<file path="src/divloop_pkg.sv">
// Package for the divide and count-down loop execution unit
package divloop_pkg;
    localparam logic [7:0] OP_DIV_REG = 8'h94;
    localparam logic [7:0] OP_DIV_IND = 8'h95;
    localparam logic [7:0] OP_DIV_IMM = 8'h96;
    localparam logic [3:0] OP_LOOP_LO = 4'hA;
    localparam int DIV_ZERO_CYCLES = 10;
    localparam int DIV_CYCLES = 26;
    localparam int LOOP_CYCLES = 8;
    localparam int DIV_LEN = 3;
    localparam int LOOP_LEN = 2;
    localparam logic [15:0] PC_RESET = 16'h0000;

    // Source addressing of the divide
    typedef enum logic [1:0] {
        register_pair_mode = 2'h0,
        indirect_register_mode = 2'h1,
        immediate_operand_mode = 2'h2
    } src_mode_t;

    // Decoded instruction from fetch
    typedef struct packed {
        logic [7:0] opcode;
        logic [7:0] byte1;
        logic [7:0] byte2;
        logic [15:0] pc;
    } instr_t;

    // Register file write request
    typedef struct packed {
        logic we_hi;
        logic [7:0] addr_hi;
        logic [7:0] data_hi;
        logic we_lo;
        logic [7:0] addr_lo;
        logic [7:0] data_lo;
    } rf_write_t;

    // Flags touched by the divide
    typedef struct packed {
        logic c;
        logic z;
        logic s;
        logic v;
    } flags_t;
endpackage

</file>
<file path="src/divloop_exec.sv">
// Execution unit for the unsigned divide and the count-down loop branch
`timescale 1ns/1ps
module divloop_exec
    import divloop_pkg::*;
(
    // Clock and reset
    input wire logic mclk_i,
    input wire logic reset_n_i,
    input wire logic clk_en_i,
    // Instruction from decode
    input wire logic instr_valid_i,
    input wire divloop_pkg::instr_t instr_i,
    // Working register window base (0xC0 region per pointer setting)
    input wire logic [7:0] work_base_i,
    // Register file read ports, combinational
    output logic [7:0] rd_addr_a_o,
    output logic [7:0] rd_addr_b_o,
    input wire logic [7:0] rd_data_a_i,
    input wire logic [7:0] rd_data_b_i,
    // Register file write and flags
    output divloop_pkg::rf_write_t rf_wr_o,
    output logic flags_we_o,
    output divloop_pkg::flags_t flags_o,
    // Completion and program counter
    output logic busy_o,
    output logic done_o,
    output logic [15:0] next_pc_o
);
    import divloop_pkg::*;

    typedef enum logic [5:0] {
        ST_IDLE = 6'b00_0001,
        ST_READ = 6'b00_0010,
        ST_PTR = 6'b00_0100,
        ST_SRC = 6'b00_1000,
        ST_DIV = 6'b01_0000,
        ST_WAIT = 6'b10_0000
    } state_t;

    state_t state;
    logic is_div;
    logic [7:0] pair_hi;
    logic [7:0] divisor_addr;
    logic [7:0] imm;
    src_mode_t mode;
    logic [15:0] after_pc;
    logic [7:0] cnt;
    logic [15:0] rem;
    logic [7:0] quo;
    logic [7:0] dvs;
    logic [4:0] step;
    logic ovf;

    function automatic logic [7:0] work_reg(input logic [7:0] base, input logic [3:0] n);
        work_reg = {base[7:4], n};
    endfunction

    function automatic logic [7:0] even_reg(input logic [7:0] r);
        even_reg = {r[7:1], 1'b0};
    endfunction

    function automatic logic [7:0] odd_reg(input logic [7:0] r);
        odd_reg = {r[7:1], 1'b1};
    endfunction

    // Decode
    wire dec_div = (instr_i.opcode == OP_DIV_REG) || (instr_i.opcode == OP_DIV_IND)
        || (instr_i.opcode == OP_DIV_IMM);
    wire dec_loop = instr_i.opcode[3:0] == OP_LOOP_LO;
    wire start = clk_en_i && instr_valid_i && state == ST_IDLE && (dec_div || dec_loop);
    // Source seen in ST_SRC: the immediate byte, else the register addressed last
    wire [7:0] src_val = (mode == immediate_operand_mode) ? imm : rd_data_a_i;
    wire [7:0] loop_dec = rd_data_a_i - 8'h01;
    // One restoring step: the next dividend bit joins the partial remainder
    wire [8:0] trial = {rem[15:8], rem[7]};
    wire fits = trial >= {1'b0, dvs};

    // Addresses are registered, so an indirect source costs one extra cycle in ST_PTR
    always_ff @(posedge mclk_i or negedge reset_n_i) begin
        if (!reset_n_i) begin
            rd_addr_a_o <= 8'h00;
            rd_addr_b_o <= 8'h00;
        end else if (clk_en_i) begin
            if (start) begin
                rd_addr_a_o <= dec_div ? even_reg(instr_i.byte2)
                    : work_reg(work_base_i, instr_i.opcode[7:4]);
                rd_addr_b_o <= odd_reg(instr_i.byte2);
            end else if (state == ST_READ) begin
                rd_addr_a_o <= divisor_addr;
            end else if (state == ST_PTR) begin
                rd_addr_a_o <= rd_data_a_i;
            end
        end
    end

    // Capture instruction and operands
    always_ff @(posedge mclk_i or negedge reset_n_i) begin
        if (!reset_n_i) begin
            is_div <= 1'b0;
            pair_hi <= 8'h00;
            divisor_addr <= 8'h00;
            imm <= 8'h00;
            mode <= register_pair_mode;
            after_pc <= PC_RESET;
        end else if (start) begin
            is_div <= dec_div;
            if (dec_div) begin
                // Byte1 = source, byte2 = destination pair (even)
                pair_hi <= {instr_i.byte2[7:1], 1'b0};
                divisor_addr <= instr_i.byte1;
                imm <= instr_i.byte1;
                mode <= src_mode_t'(instr_i.opcode[1:0] - 2'h0);
                after_pc <= instr_i.pc + 16'(DIV_LEN);
            end else begin
                pair_hi <= work_reg(work_base_i, instr_i.opcode[7:4]);
                imm <= instr_i.byte1;
                after_pc <= instr_i.pc + 16'(LOOP_LEN);
            end
        end
    end

    // Sequencer and divider
    always_ff @(posedge mclk_i or negedge reset_n_i) begin
        if (!reset_n_i) begin
            state <= ST_IDLE;
            cnt <= 8'h00;
            rem <= 16'h0000;
            quo <= 8'h00;
            dvs <= 8'h00;
            step <= 5'h00;
            busy_o <= 1'b0;
            done_o <= 1'b0;
            rf_wr_o <= '0;
            flags_we_o <= 1'b0;
            flags_o <= '0;
            next_pc_o <= PC_RESET;
        end else if (clk_en_i) begin
            done_o <= 1'b0;
            flags_we_o <= 1'b0;
            rf_wr_o <= '0;
            case (state)
                ST_IDLE: begin
                    if (start) begin
                        state <= ST_READ;
                        busy_o <= 1'b1;
                        cnt <= 8'h01;
                    end
                end
                ST_READ: begin
                    cnt <= cnt + 8'h01;
                    if (is_div) begin
                        // Unsigned dividend, high byte from the even register
                        rem <= {rd_data_a_i, rd_data_b_i};
                        state <= (mode == indirect_register_mode) ? ST_PTR : ST_SRC;
                    end else begin
                        rf_wr_o.we_hi <= 1'b1;
                        rf_wr_o.addr_hi <= pair_hi;
                        rf_wr_o.data_hi <= loop_dec;
                        // Signed displacement from the following byte
                        next_pc_o <= (loop_dec != 8'h00)
                            ? after_pc + {{8{imm[7]}}, imm} : after_pc;
                        state <= ST_WAIT;
                    end
                end
                ST_PTR: begin
                    cnt <= cnt + 8'h01;
                    state <= ST_SRC;
                end
                ST_SRC: begin
                    cnt <= cnt + 8'h01;
                    dvs <= src_val;
                    quo <= 8'h00;
                    step <= 5'h08;
                    state <= (src_val == 8'h00) ? ST_WAIT : ST_DIV;
                end
                ST_DIV: begin
                    cnt <= cnt + 8'h01;
                    // Only the low byte is shifted in: a high byte not below the divisor
                    // is an overflow anyway, so eight steps always suffice
                    if (step != 5'h00) begin
                        step <= step - 5'h01;
                        rem[7:0] <= {rem[6:0], 1'b0};
                        rem[15:8] <= fits ? 8'(trial - {1'b0, dvs}) : trial[7:0];
                        quo <= {quo[6:0], fits};
                    end else begin
                        state <= ST_WAIT;
                    end
                end
                ST_WAIT: begin
                    cnt <= cnt + 8'h01;
                    if (is_div && dvs == 8'h00 && cnt == 8'(DIV_ZERO_CYCLES - 1)) begin
                        flags_we_o <= 1'b1;
                        flags_o <= '{c: 1'b0, z: 1'b1, s: 1'b0, v: 1'b1};
                        next_pc_o <= after_pc;
                        done_o <= 1'b1;
                        busy_o <= 1'b0;
                        state <= ST_IDLE;
                    end else if (is_div && dvs != 8'h00 && cnt == 8'(DIV_CYCLES - 1)) begin
                        rf_wr_o <= '{we_hi: 1'b1, addr_hi: pair_hi, data_hi: rem[15:8],
                            we_lo: 1'b1, addr_lo: odd_reg(pair_hi),
                            data_lo: quo};
                        flags_we_o <= 1'b1;
                        // A true quotient of 2^8 or more is never zero
                        flags_o <= '{c: 1'b0, z: !ovf && (quo == 8'h00), s: quo[7],
                            v: ovf};
                        next_pc_o <= after_pc;
                        done_o <= 1'b1;
                        busy_o <= 1'b0;
                        state <= ST_IDLE;
                    end else if (!is_div && cnt == 8'(LOOP_CYCLES - 1)) begin
                        done_o <= 1'b1;
                        busy_o <= 1'b0;
                        state <= ST_IDLE;
                    end
                end
                default: state <= ST_IDLE;
            endcase
        end
    end

    // Overflow: quotient needs more than 8 bits when the high byte is not below the divisor
    always_ff @(posedge mclk_i or negedge reset_n_i) begin
        if (!reset_n_i) begin
            ovf <= 1'b0;
        end else if (clk_en_i && state == ST_SRC) begin
            ovf <= rem[15:8] >= src_val;
        end
    end

    // Loop op writes no flags
    loop_flags_a: assert property (@(posedge mclk_i) disable iff (!reset_n_i)
        (state == ST_READ && !is_div) |=> !flags_we_o) else $error("loop wrote flags");
    div_zero_a: assert property (@(posedge mclk_i) disable iff (!reset_n_i)
        (done_o && is_div && flags_o.v && dvs == 8'h00) |-> flags_o.z)
        else $error("zero divisor without zero flag");
    // The counter has already stepped past the last cycle when done shows
    div_time_a: assert property (@(posedge mclk_i) disable iff (!reset_n_i)
        (done_o && is_div && dvs != 8'h00) |-> cnt == 8'h1A) else $error("divide time");
    zero_time_a: assert property (@(posedge mclk_i) disable iff (!reset_n_i)
        (done_o && is_div && dvs == 8'h00) |-> cnt == 8'h0A) else $error("zero divide time");
    loop_time_a: assert property (@(posedge mclk_i) disable iff (!reset_n_i)
        (done_o && !is_div) |-> cnt == 8'h08) else $error("loop time");
    rem_range_a: assert property (@(posedge mclk_i) disable iff (!reset_n_i)
        (done_o && is_div && dvs != 8'h00 && !flags_o.v) |-> rf_wr_o.data_hi < dvs)
        else $error("remainder not below divisor");
    loop_fall_a: assert property (@(posedge mclk_i) disable iff (!reset_n_i)
        (clk_en_i && state == ST_READ && !is_div && rd_data_a_i == 8'h01)
        |=> next_pc_o == after_pc) else $error("loop did not fall through");
    cov_div: cover property (@(posedge mclk_i) done_o && is_div);
    cov_loop: cover property (@(posedge mclk_i) done_o && !is_div);
    cov_zero: cover property (@(posedge mclk_i) done_o && is_div && dvs == 8'h00);
endmodule

</file>
<file path="config.mk">
export PLATFORM = sky130hd
export DESIGN_NAME = divloop_exec
export DESIGN_NICKNAME = d
export VERILOG_FILES = /design/src/divloop_pkg.sv /design/src/divloop_exec.sv
export SDC_FILE = /design/constraint.sdc
export NUM_CORES = 1
export LEC_CHECK = 0
export BUFFER_PORTS_ARGS = -buffer_cell sky130_fd_sc_hd__buf_2
export CAP_MARGIN = 20
export CORE_UTILIZATION = 55
export CTS_CLUSTER_DIAMETER = 200
export DETAILED_ROUTE_END_ITERATION = 7
export PLACE_DENSITY_LB_ADDON = 0.3
export REMOVE_ABC_BUFFERS = 1
export SYNTH_ARGS = -nofsm -noshare
export SYNTH_HDL_FRONTEND = slang
export SYNTH_SLANG_ARGS = --single-unit
</file>
<file path="constraint.sdc">
create_clock -name mclk_i -period 3.09 [get_ports mclk_i]
set_input_delay 0.309 -clock mclk_i [delete_from_list [all_inputs] [get_ports mclk_i]]
set_output_delay 0.309 -clock mclk_i [all_outputs]
set_load 0.01 [all_outputs]
</file>
-- Word level (Yosys, flattened, before mapping)
Cells that the tools add are included.
- flip-flop bits (word level): 168
- latch bits: 0
- RAM bits: 0
- memory bits (read-only): 0
- input bits: 68
- word-level logic and storage cells: 149
- memories: 0
- $add $sub $neg: 7
- $mul: 0
- div/mod/pow operators: 0
- magnitude comparators: 2
- equal/unequal tests: 22
- shift-type cells: 0
- multiplexer cells: 49
- bitwise gates (word level): 0
- reductions and logical operators: 40
- operators with widths (kind ; number):
    $mux 16 ; 7
    $mux 34 ; 2
    $mux 8 ; 8
    $pmux 16 s2 ; 2
    $mux 6 ; 7
    $pmux 6 s6 ; 1
    $mux 17 ; 2
    $pmux 17 s2 ; 1
    $add 16x2->16 const B ; 2
    $pmux 8 s2 ; 2
    $eq 8x8->1 const B ; 3
    $logic_not 8->1 ; 3
    $add 16x16->16 ; 1
    $reduce_and 4->1 ; 4
    $reduce_bool 8->1 ; 2
    $mux 4 ; 3
    $reduce_bool 2->1 ; 6
    $mux 1 ; 11
    $logic_and 1x1->1 ; 10
    $ne 2x2->1 const B ; 5
    $pmux 5 s2 ; 1
    $ge 9x8->1 ; 1
    $reduce_and 3->1 ; 3
    $add 8x1->8 const B ; 1
    other kinds (26) ; 32

-- Longest topological paths before layout
Gate-level depths: netlist of the first run.
- depth in word-level cells: 7
- gate-level depth with buffers: 12
- mapped depth without buffers: 11

-- Least setup slack after synthesis of the first run
OpenSTA, ideal clock, no wires.
- path kind: input to register
- start point: input port rd_data_a_i[3]
- end point: register next_pc_o[1]
- arrival time: 2.608 ns
- required time: 2.957 ns
- setup slack: 0.348 ns
- stages: 8
- cell sequence: buf_2 > or4_1 > or4_4 > xnor2_2 > o41ai_2 > buf_2 > mux2i_1 > o21ai_0
- cells in the longest elaborated chain, start to end: 5
- ends and longest elaborated chain (what ; line ; RTL):
    start, declared ; divloop_exec.sv:18 ; input wire logic [7:0] rd_data_a_i,
    $sub 8x1->8 ; divloop_exec.sv:73 ; wire [7:0] loop_dec = rd_data_a_i - 8'h01;
    $reduce_bool 8->1 ; divloop_exec.sv:160 ; next_pc_o <= (loop_dec != 8'h00)
    $mux 16 ; divloop_exec.sv:161 ; ? after_pc + {{8{imm[7]}}, imm} : after_pc;
    $mux 16 ; divloop_exec.sv:151 ; if (is_div) begin
    $pmux 16 s2 ; divloop_exec.sv:141 ; case (state)
    end signal, assigned ; divloop_exec.sv:160 ;
    end signal, assigned ; divloop_exec.sv:194 ; next_pc_o <= after_pc;
    end signal, assigned ; divloop_exec.sv:206 ; next_pc_o <= after_pc;
    end, declared ; divloop_exec.sv:27 ; output logic [15:0] next_pc_o
Every way passes these cells. The select of a mux whose other input is x is not followed.
A chain may end at the register's enable or synchronous reset.

-- Worst setup path in the final report of the first run
- start point: register dvs[1]
- end point: register rem[11]
- cells in the longest elaborated chain, start to end: 4
- elaborated cells on any way between the ends: 5
- those cells by class: add/sub: 1; order compare: 1; mux: 3
- ends and longest elaborated chain (what ; line ; RTL):
    start, declared ; divloop_exec.sv:50 ; logic [7:0] dvs;
    start signal, assigned ; divloop_exec.sv:171 ; dvs <= src_val;
    $sub 8x8->8 or $ge 9x8->1 (tied branches) ; divloop_exec.sv:183, divloop_exec.sv:76 ;
    $mux 8 (*) ; divloop_exec.sv:183 ; rem[15:8] <= fits ? 8'(trial - {1'b0, dvs}) : trial[7:0];
    $mux 16 (*) ; divloop_exec.sv:180 ; if (step != 5'h00) begin
    $pmux 16 s2 (*) ; divloop_exec.sv:141 ;
    end signal, assigned ; divloop_exec.sv:153 ; rem <= {rd_data_a_i, rd_data_b_i};
    end signal, assigned ; divloop_exec.sv:183 ;
    end, declared ; divloop_exec.sv:48 ; logic [15:0] rem;
Mark *: on every way between the ends. The rest lies on a longest branch, timed or not. The select of a mux whose other input is x is not followed.

==> out/qor.txt, run 1 <==
Status: complete, no violations
Setup crit end kind: flip-flop
Post-placement cell area: 0.01018 mm^2
Synthesis-to-layout area growth: 16.94%
Sequential share of the synthesized area: 0.4501
PD cells: 738.7 mW/mm^2
Critical path buffer and inverter count: 1
Reg2Reg Setup Slack: 360 ps
Leak pwr: 5.265 nW
Initial Utilization: 0.5728
Reg2Reg Capture Point: rem[11]$_DFFE_PN0P_
Crit start category: flip-flop
Initial antenna violation count: 0
CTS buffer count: 17
Final setup vio count: 0
Synth cell types: 72
Fmax: 365.8 MHz
Die width: 131.6 um
DRT iter0 DRCs: 859
FP Rows: 46
Final period utilization: 0.8846
Crit path max-delay cell type: and2_1
Skew final: 8.750 ps
Clock Tree Root: clkbuf_16
Gr ovfl total: 0
Tot Pwr: 0.007975 W
# H-tree levels: 4
Pins Over Slew Limit: 0
IO Count: 141
Share of cells above drive strength 1: 0.1896
Clock Sinks: 166
Post-synthesis async set-or-reset flop share: 1.000
Total GRT Usage: 0.2925
Largest net degree at the start of global routing: 82
Fin. Hold Viols: 0
TritonCTS clock tree: done
Mean Syn Cell Area: 9.095 um^2
R2R cell count: 9
Worst-Skew Late Latency: 440 ps
Die H: 131.6 um
Top Family by Delay on Critical Path: compound AO/OA/AOI/OAI gates
CP required: 3410 ps
Global-route wire length before repair: 39.79 mm
Post-synth EDFFs: 0
Setup bufs post-CTS: 0
Final worst slack: 356.5 ps
Critical Path Max Stage Delay: 480 ps
Routed wire length: 24.32 mm
Slew @ Worst Pin: 790.9 ps
Wire per inst: 17.80 um
Nets: 1247
Post-place setup slack: 383.5 ps
Critical Path Start: dvs[1]$_DFFE_PN0P_
DIE AREA: 0.01731 mm^2
Fin Hold WS: 83.67 ps
RR Startpoint: dvs[1]$_DFFE_PN0P_
Post-detail-place hpwl: 17.47 mm
Crit Path Max Fanout: 13
Hold Crit Class: in2reg
CP Depth: 9
Crit path to: rem[11]$_DFFE_PN0P_
Crit-path cells: inv_1 > ha_1 > nor2b_1 > o31ai_1 > a31oi_1 > o21ai_0 > and2_1 > nand2_1 > a32o_1
First-pass DRT Iterations: 5
Max VDD drop: 0.0004445 V
Reg clk slew, reported paths: 60 ps
Vias in the first global route: 7637
Synthesis Warnings: 0
Yosys reg bits: 166
Vias per Instance: 5.841
Fin crit period: 2734 ps
DRC viols: 0
WP data arrival: 3060 ps
Max-slew headroom: 0.4687
Ys flop type: dfrtp_1
Final Wtd Congestion: 0.9646
RSZ-0062 raised after global routing: false
Post-cts sizing count: 0
Cell Area, Synth: 0.009231 mm^2
DRT antenna net count: 0
Core area: 0.01612 mm^2
Clk buf depth: 2
Max_cap viols: 0
IO buf count: 134
Setup Crit Path Kind: reg2reg
Design area: 0.01080 mm^2
Syn Inst Count: 1015
Hold_buf cts: 1
Antenna diodes: 0
Via count: 7979
==> final cells by class <==
| type | instances | area (um^2) |
|---|---|---|
| clock inverter | 12 | 141.4 |
| inverter | 32 | 120.1 |
| tap | 216 | 270.3 |
| clock buffer | 20 | 456.7 |
| fill | 1310 | 5320 |
| multi-input combinational | 762 | 4755 |
| timing repair buffer | 158 | 897.1 |
| sequential | 166 | 4155 |
==> cells in the mapped netlist, types with 9 or more instances <==
cell | instances | area (um^2)
nand2b_1 | 11 | 68.82
nand2_1 | 170 | 638.1
or3_1 | 12 | 75.07
xor2_1 | 13 | 113.9
a21oi_1 | 46 | 230.2
a31oi_1 | 13 | 81.33
mux2_2 | 15 | 168.9
inv_1 | 32 | 120.1
nor2_1 | 89 | 334.1
nor3_1 | 19 | 95.09
o21ai_0 | 86 | 430.4
dfrtp_1 | 165 | 4129
mux2i_1 | 14 | 140.1
ha_1 | 40 | 500.5
nand3_1 | 29 | 145.1
clkbuf_1 | 42 | 157.7
o21a_1 | 13 | 97.59
a21o_1 | 10 | 75.07
nor4_1 | 9 | 56.30
a22o_1 | 31 | 271.5
xnor2_1 | 28 | 245.2
==> registers in the layout, indices dropped and copies added, names as in the netlist, 5 cells and up <==
register      count
after_pc         16
cnt               8
divisor_addr      8
dvs               8
imm               8
next_pc_o        16
pair_hi           8
quo               8
rd_addr_a_o       8
rd_addr_b_o       8
rem              16
rf_wr_o          33
state             6
step              5
==> layout by cell type (no fill, tap or decap), drive strengths merged, types with 3 or more instances in the layout <==
cell type	Yosys	routed
nand2b	11	11
dfrtp	165	165
mux2i	14	14
nor2	90	90
and2	3	3
a21oi	46	46
nor2b	8	8
mux2	15	15
o211ai	4	4
a211oi	7	7
o21a	13	13
o41ai	5	5
a211o	4	4
a32o	3	3
buf	13	157
o22ai	3	3
xor2	13	13
inv	32	37
or3	13	13
nor4	9	9
o21bai	5	5
nor3	20	20
clkinv	0	4
o21ai	89	89
o31ai	7	7
nor3b	4	4
a22o	31	31
a21o	10	10
and3	5	5
a31oi	13	13
clkbuf	42	20
nand3	29	29
nand4b	3	3
nand2	170	170
ha	40	40
a22oi	7	7
xnor2	29	29
o2bb2ai	8	8
==> cells by family after synthesis <==
logic type / count (synthesis) / share of synthesized area
and+or+nand+nor: 379 / 0.1865
AOI/OAI and AO/OA: 269 / 0.1912
DFF: 166 / 0.4501
buffers and inverters: 87 / 0.03904
adders and majority gates: 42 / 0.05855
xor gates and xnor gates: 42 / 0.04066
muxes: 29 / 0.03348
other: 1 / 0.0004062
==> worst min-delay path, stage by stage <==
cell and delay, ps:
buf_2 90, nand2_1 40, nand2_1 50
==> power by group <==
group          internal (W)  switching (W)
clock network       0.00125       0.000925
logic               0.00117        0.00148
registers           0.00266       0.000489
==> metrics by stage <==
step                      TNS [ps]  instances    util
after floorplan              -7203        960       -
after global placement           0       1332  0.6317
after detailed placement         0       1332  0.6317
after CTS                        0       1365  0.6694
after global routing             0       1366  0.6699
final                            0       1366  0.6699
==> worst min path at each step <==
stage	startpoint	end	slack [ps]	cells past startpoint
final	instr_i[19]	rd_addr_b_o[3]$_DFFE_PN0P_	80	3
after global routing	instr_i[19]	rd_addr_b_o[3]$_DFFE_PN0P_	90	3
after CTS	instr_i[23]	rd_addr_b_o[7]$_DFFE_PN0P_	80	3
after detailed placement	reset_n_i	quo[3]$_DFFE_PN0P_	410	1
after global placement	reset_n_i	rf_wr_o[1]$_DFFE_PN0P_	410	1
after floorplan	reset_n_i	after_pc[0]$_DFFE_PN0P_	10	0
==> routing by layer <==
metal,track usage,wire length (um),vias up
li1,-,-,3839
met1,0.4120,10720,3728
met2,0.4371,11100,352
met3,0.04977,1702,60
met4,0.1421,791,0
met5,0,0,-
No activity file was read; power rests on OpenSTA's default activity.
==> run 2, diff against run 1 <==
--- a/config.mk
+++ b/config.mk
@@ -13,3 +13,3 @@
 export PLACE_DENSITY_LB_ADDON = 0.3
-export REMOVE_ABC_BUFFERS = 1
+export SETUP_SLACK_MARGIN = 0.05
 export SYNTH_ARGS = -nofsm -noshare
==> constraint.sdc (replaced) <==
create_clock -name mclk_i -period 3.09 [get_ports mclk_i]
set_input_delay 0.1545 -clock mclk_i [delete_from_list [all_inputs] [get_ports mclk_i]]
set_output_delay 0.1545 -clock mclk_i [all_outputs]
set_load 0.01 [all_outputs]
==> run 2 against run 1 <==
Compared with the run above: flip-flop and latch count stayed put; critical path depth stayed put; routed wire length is 1.1% lower; clock skew is 3.3 ps higher; sequential power is 1% higher; fmax is 0.12% higher; combinational power hardly changed; register-to-register slack hardly changed; worst setup slack better by 3.4 ps; highest routed layer unchanged.
==> out/qor.txt, run 2 (same netlist as run 1, synthesis figures left out) <==
R2R cell count: 9 (unchanged)
Core area: 0.01612 mm^2 (unchanged)
Fmax: 366.3 MHz (+0.12%)
Tot Pwr: 0.007944 W (-0.39%)
# H-tree levels: 4 (unchanged)
Crit path to: rem[8]$_DFFE_PN0P_
DRT iter0 DRCs: 558 (-35%)
M1 WL: 11.03 mm (+2.9%)
Die width: 131.6 um (unchanged)
Fin crit period: 2730 ps (-3.356 ps)
Die H: 131.6 um (unchanged)
PD cells: 721.0 mW/mm^2 (-2.4%)
Most frequent cells in the layout: nand2_1 (170), dfrtp_1 (165), buf_2 (133)
Routed wire length: 24.05 mm (-1.1%)
Final Wtd Congestion: 0.8885 (-7.9%)
Setup crit end kind: flip-flop
Top Family by Delay on Critical Path: compound AO/OA/AOI/OAI gates
Share of cells above drive strength 1: 0.1883 (-0.001270)
Max_cap viols: 0 (unchanged)
RR Startpoint: dvs[1]$_DFFE_PN0P_
Critical path buffer and inverter count: 1 (unchanged)
Crit start category: flip-flop
DIE AREA: 0.01731 mm^2 (unchanged)
Max layer used: met4
Hold Crit Class: in2reg
Clock Tree Root: clkbuf_16
DRC viols: 0 (unchanged)
FP Rows: 46 (unchanged)
Setup bufs post-CTS: 0 (unchanged)
RSZ-0062 raised after global routing: false
Final setup vio count: 0 (unchanged)
Slew @ Worst Pin: 848.7 ps (+57.83 ps)
First-pass DRT Iterations: 5 (unchanged)
Post-placement cell area: 0.01018 mm^2 (about the same)
CTS buffer count: 17 (unchanged)
Via count: 8032 (+0.66%)
Antenna diodes: 0 (unchanged)
Initial Utilization: 0.5728 (unchanged)
Fillers: 1284 (-2.0%)
Wire per inst: 17.24 um (-3.2%)
Largest net degree at the start of global routing: 72 (-12%)
IO Count: 141 (unchanged)
Met2 WL: 10.58 mm (-4.7%)
Clock Sinks: 166 (unchanged)
Initial antenna violation count: 0 (unchanged)
Design area: 0.01102 mm^2 (+2.1%)
Biggest register: rf_wr_o
Global-route wire length before repair: 38.86 mm (-2.3%)
Final period utilization: 0.8835 (-0.001086)
TritonCTS clock tree: done
Crit path max-delay cell type: dfrtp_1
Syn Nets: 1125
CP required: 3440 ps (+30 ps)
Status: complete, no violations
Reg clk slew, reported paths: 70 ps (about the same)
Worst-Skew Late Latency: 440 ps (about the same)
Vias per Instance: 5.758 (-1.4%)
Critical Path Start: dvs[1]$_DFFE_PN0P_
Critical Path Max Stage Delay: 440 ps (-40 ps)
Crit Path Max Fanout: 13 (unchanged)
Skew final: 12.09 ps (+3.337 ps)
Synthesis-to-layout area growth: 19.36%
Post-detail-place hpwl: 17.58 mm (+0.67%)
Setup Crit Path Kind: reg2reg
Reg2Reg Setup Slack: 360 ps (about the same)
Reg2Reg Capture Point: rem[8]$_DFFE_PN0P_
Max-slew headroom: 0.4299 (-0.03885)
Largest register FFs: 33 (unchanged)
Post-Route Setup TNS: 0 ps (unchanged)
Fin. Hold Viols: 0 (unchanged)
Clk buf depth: 2 (unchanged)
IO buf count: 134 (unchanged)
Max VDD drop: 0.0004639 V (+4.4%)
Vias in the first global route: 7501 (-1.8%)
WP data arrival: 3080 ps (+20 ps)
DR WL met3: 1.877 mm (+10%)
CP Depth: 9 (unchanged)
Gr ovfl total: 0 (unchanged)
Crit-path cells: inv_1 > ha_1 > nor2b_1 > o31ai_1 > a31oi_1 > o21ai_0 > and2_1 > nand3_1 > a32oi_1
Pins Over Slew Limit: 0 (unchanged)
Nets: 1276 (+2.3%)
Leak pwr: 5.365 nW (+1.9%)
DRT antenna net count: 0 (unchanged)
Total GRT Usage: 0.2849 (-0.007637)
Commonest non-fill, non-tap cell in the layout: nand2_1
## run 2: timing repair
action,4_1_cts,5_1_grt
resized for setup,0,0
hold buffers,26,0
hold endpoints to repair,90,0
## run 2: layer usage
layer / vias to the layer above / GRT usage
met2: 302 / 0.4221
met1: 3797 / 0.4170
met4: 0 / 0.09496
met5: - / 0
li1: 3891 / -
met3: 42 / 0.05478
## run 2: where the power goes
part / switching (W) / internal, W / leakage [nW]
registers: 0.000527 / 0.00265 / 2.20
clock network: 0.000910 / 0.00116 / 0.278
logic: 0.00151 / 0.00118 / 2.88
total: 0.00295 / 0.00500 / 5.37
## run 2: through the flow
step,hold slack [ps],worst slack (ps),cells,utilization
floorplan,-141.1,502.8,1015,-
global placement,159.7,448.5,1337,0.6318
detailed placement,158.5,406.9,1337,0.6318
CTS,1.151,378.5,1395,0.6837
global route,26.38,118.0,1395,0.6837
finish,10.86,359.9,1395,0.6837
## run 2: area by class of cell
| type | instances | area [um^2] | area share |
|---|---|---|---|
| clock inverter | 13 | 122.6 | 0.01113 |
| sequential | 166 | 4155 | 0.3771 |
| timing repair buffer | 187 | 1152 | 0.1046 |
| multi-input combinational | 762 | 4745 | 0.4306 |
| tap | 216 | 270.3 | 0.02453 |
| clock buffer | 19 | 452.9 | 0.04111 |
| inverter | 32 | 120.1 | 0.01090 |
## run 2: how the worst min path moves through the flow
stage,cells after the start,to,start
CTS,3,after_pc[15]$_DFFE_PN0P_,instr_i[15]
floorplan,0,after_pc[0]$_DFFE_PN0P_,reset_n_i
global placement,1,quo[2]$_DFFE_PN0P_,reset_n_i
global route,3,after_pc[8]$_DFFE_PN0P_,instr_i[8]
finish,3,after_pc[15]$_DFFE_PN0P_,instr_i[15]
detailed placement,1,quo[2]$_DFFE_PN0P_,reset_n_i
## run 2: tightest hold or removal path, cell delays in order
cell and delay (ps):
buf_2 80, xnor2_1 100, o21ai_0 60
==> run 3, diff against run 2 <==
--- a/config.mk
+++ b/config.mk
@@ -9,2 +9,3 @@
 export CAP_MARGIN = 20
+export CORE_ASPECT_RATIO = 0.7
 export CORE_UTILIZATION = 55
@@ -12,3 +13,3 @@
 export DETAILED_ROUTE_END_ITERATION = 7
-export PLACE_DENSITY_LB_ADDON = 0.3
+export PLACE_DENSITY = 0.78
 export SETUP_SLACK_MARGIN = 0.05
==> constraint.sdc (replaced) <==
create_clock -name mclk_i -period 3.09 [get_ports mclk_i]
set_input_delay 0.309 -clock mclk_i [delete_from_list [all_inputs] [get_ports mclk_i]]
set_output_delay 0.309 -clock mclk_i [all_outputs]
set_load 0.01 [all_outputs]
==> run 3 against run 2 <==
Compared with the run above: flip-flop and latch count unchanged; sequential power about the same; combinational power about the same; power about the same; fmax increased by 0.74%; via count increased by 0.49%; critical path type unchanged; critical path depth decreased by 2; worst setup slack improved by 20 ps; register-to-register slack improved by 20 ps.
==> out/qor.txt, run 3 (same netlist as run 1, synthesis figures left out) <==
Synthesis-to-layout area growth: 16.82%
Crit start category: flip-flop
CTS buffer count: 17 (unchanged)
Hold Path Stages: 3 (unchanged)
Biggest register: rf_wr_o
Routed wire length: 24.18 mm (+0.54%)
Status: complete, no violations
Post-detail-place hpwl: 17.77 mm (+1.1%)
Total GRT Usage: 0.2883 (+0.003366)
R2R cell count: 7 (-2)
Critical Path Start: state[2]$_DFFE_PN0P_
Share of cells above drive strength 1: 0.1908 (+0.002511)
Final setup vio count: 0 (unchanged)
Clock power frac: 0.265 (+0.004)
Crit-path cells: or3_4 > or3_1 > o211a_1 > a211o_1 > nor3_1 > xnor2_1 > nor2_1
Max_cap viols: 0 (unchanged)
Final Wtd Congestion: 0.9128 (+2.7%)
Largest register FFs: 33 (unchanged)
Crit path max-delay cell type: or3_1
CP required: 3400 ps (-40 ps)
Clk buf depth: 2 (unchanged)
Initial Utilization: 0.5647 (-0.008111)
FP Rows: 39 (-15%)
WP data arrival: 3020 ps (-60 ps)
Switch share: 0.3742 (+0.003418)
DRT antenna net count: 0 (unchanged)
DRT iter0 DRCs: 752 (+35%)
Worst hold start: instr_i[20]
DIE AREA: 0.01731 mm^2 (about the same)
Global-route wire length before repair: 37.72 mm (-2.9%)
Fin Hold WS: 88.30 ps (+77.44 ps)
Clock Tree Root: clkbuf_16
Register area: 0.004155 mm^2 (unchanged)
Fin crit period: 2710 ps (-19.93 ps)
Leak pwr: 5.262 nW (-1.9%)
Worst-Skew Late Latency: 440 ps (about the same)
Fin. Hold Viols: 0 (unchanged)
Die width: 156.8 um (+19%)
Max-slew headroom: 0.4386 (+0.008765)
DRC viols: 0 (unchanged)
Final period utilization: 0.8771 (-0.006448)
Internal Power: 0.004972 W (-0.53%)
Initial antenna violation count: 1 (+1)
Reg2Reg Capture Point: cnt[7]$_DFFE_PN0P_
Max VDD drop: 0.0003675 V (-21%)
Gr ovfl total: 0 (unchanged)
Reg power frac: 0.396 (-0.005)
Setup bufs post-CTS: 0 (unchanged)
Die H: 110.4 um (-16%)
DR WL met3: 1.782 mm (-5.1%)
Commonest non-fill, non-tap cell in the layout: nand2_1
Nets: 1250 (-2.0%)
Crit Path Max Fanout: 10 (-3)
Met2 WL: 10.22 mm (-3.4%)
Reg2Reg Setup Slack: 380 ps (+20 ps)
Core area: 0.01635 mm^2 (+1.4%)
Wire per inst: 17.54 um (+1.8%)
Post-Route Setup TNS: 0 ps (unchanged)
IO buf count: 134 (unchanged)
Area of the multi-input gates: 0.004746 mm^2 (about the same)
Most frequent cells in the layout: nand2_1 (170), dfrtp_1 (165), buf_2 (133)
M1 WL: 11.81 mm (+7.1%)
Reg clk slew, reported paths: 70 ps (about the same)
Max layer used: met5
Syn Nets: 1125 (unchanged)
# H-tree levels: 4 (unchanged)
Setup crit end kind: flip-flop
Fmax: 369.0 MHz (+0.74%)
RR Startpoint: state[2]$_DFFE_PN0P_
IO Count: 141 (unchanged)
Slew @ Worst Pin: 834.4 ps (-14.31 ps)
Hold endpoint: rd_addr_b_o[4]$_DFFE_PN0P_
Antenna diodes: 0 (unchanged)
Skew final: 8.246 ps (-3.840 ps)
Setup Crit Path Kind: reg2reg
Clock Sinks: 166 (unchanged)
Hold Crit Class: in2reg
Pins Over Slew Limit: 0 (unchanged)
Comb power frac: 0.339 (about the same)
Largest net degree at the start of global routing: 59 (-18%)
Psw: 0.002973 W (+0.93%)
RSZ-0062 raised after global routing: false
TritonCTS clock tree: done
First-pass DRT Iterations: 5 (unchanged)
PD cells: 736.7 mW/mm^2 (+2.2%)
Critical Path Max Stage Delay: 500 ps (+60 ps)
Vias per Instance: 5.857 (+1.7%)
Vias in the first global route: 7242 (-3.5%)
Via count: 8071 (+0.49%)
Fillers: 1351 (+5.2%)
run 3: cell count changes in the layout (fill, tap and decap cells not counted), moves of 2 or more:
| cell | previous run | this run |
|---|---|---|
| dlygate4sd3_1 | 26 | 1 |
| clkinvlp_4 | 3 | 1 |
| clkbuf_1 | 0 | 2 |
| clkbuf_8 | 2 | 0 |
| inv_8 | 1 | 3 |
| buf_4 | 26 | 24 |
| inv_6 | 2 | 4 |
| clkinv_4 | 3 | 1 |
run 3: through the flow:
stage | total power (W) | utilization | area (um^2) | worst slack (ps) | std cells
floorplan | 0.004941 | - | 9231 | 348.3 | 1015
global placement | 0.005711 | 0.6239 | 10200 | 421.9 | 1345
detailed placement | 0.005809 | 0.6239 | 10200 | 323.2 | 1345
CTS | 0.007920 | 0.6596 | 10780 | 278.1 | 1378
global route | 0.008451 | 0.6597 | 10780 | 242.2 | 1378
finish | 0.007945 | 0.6597 | 10780 | 379.8 | 1378
run 3: layer usage:
metal	up-vias	track usage
met4	2	0.08894
met2	302	0.4225
met1	3872	0.4271
li1	3859	-
met5	-	0
met3	36	0.05903
run 3: worst max path at each step:
stage / end / slack [ps] / depth (start not counted)
floorplan: next_pc_o[1]$_DFFE_PN0P_ / 350 / 8
global placement: next_pc_o[15]$_DFFE_PN0P_ / 420 / 9
detailed placement: rem[13]$_DFFE_PN0P_ / 320 / 9
CTS: rem[13]$_DFFE_PN0P_ / 280 / 9
global route: rem[13]$_DFFE_PN0P_ / 240 / 9
finish: cnt[7]$_DFFE_PN0P_ / 380 / 7
run 3: what timing repair did:
action / in CTS / in global routing
gates resized for setup: 0 / 1
endpoints found under the setup margin: 0 / 1
hold buffers: 1 / 0
endpoints found under the hold margin: 48 / 0
run 3: worst max-delay path: cells and delay by family, from the launching register on:
kind | cells | cell delay, ps
AND/OR/NAND/NOR | 4 | 1290
XOR/XNOR | 1 | 160
flip-flops | 1 | 490
AO/OA/AOI/OAI | 2 | 640
run 3: final cells by class:
class / count / share of cell area
inverters: 32 / 0.01114
clock inverters: 13 / 0.01311
well taps: 225 / 0.02611
repair buffers: 161 / 0.08412
flip-flops and latches: 166 / 0.3853
clock buffers: 19 / 0.04014
multi-input cells: 762 / 0.4401
run 3: power by group through the flow:
stage | Combinational, W | Clock, W | Sequential, W
final | 0.00269 | 0.00210 | 0.00315
after floorplan | 0.00185 | 0 | 0.00309
after global placement | 0.00255 | 0 | 0.00316
after CTS | 0.00266 | 0.00212 | 0.00313
after global routing | 0.00303 | 0.00221 | 0.00321
after detailed placement | 0.00264 | 0 | 0.00317
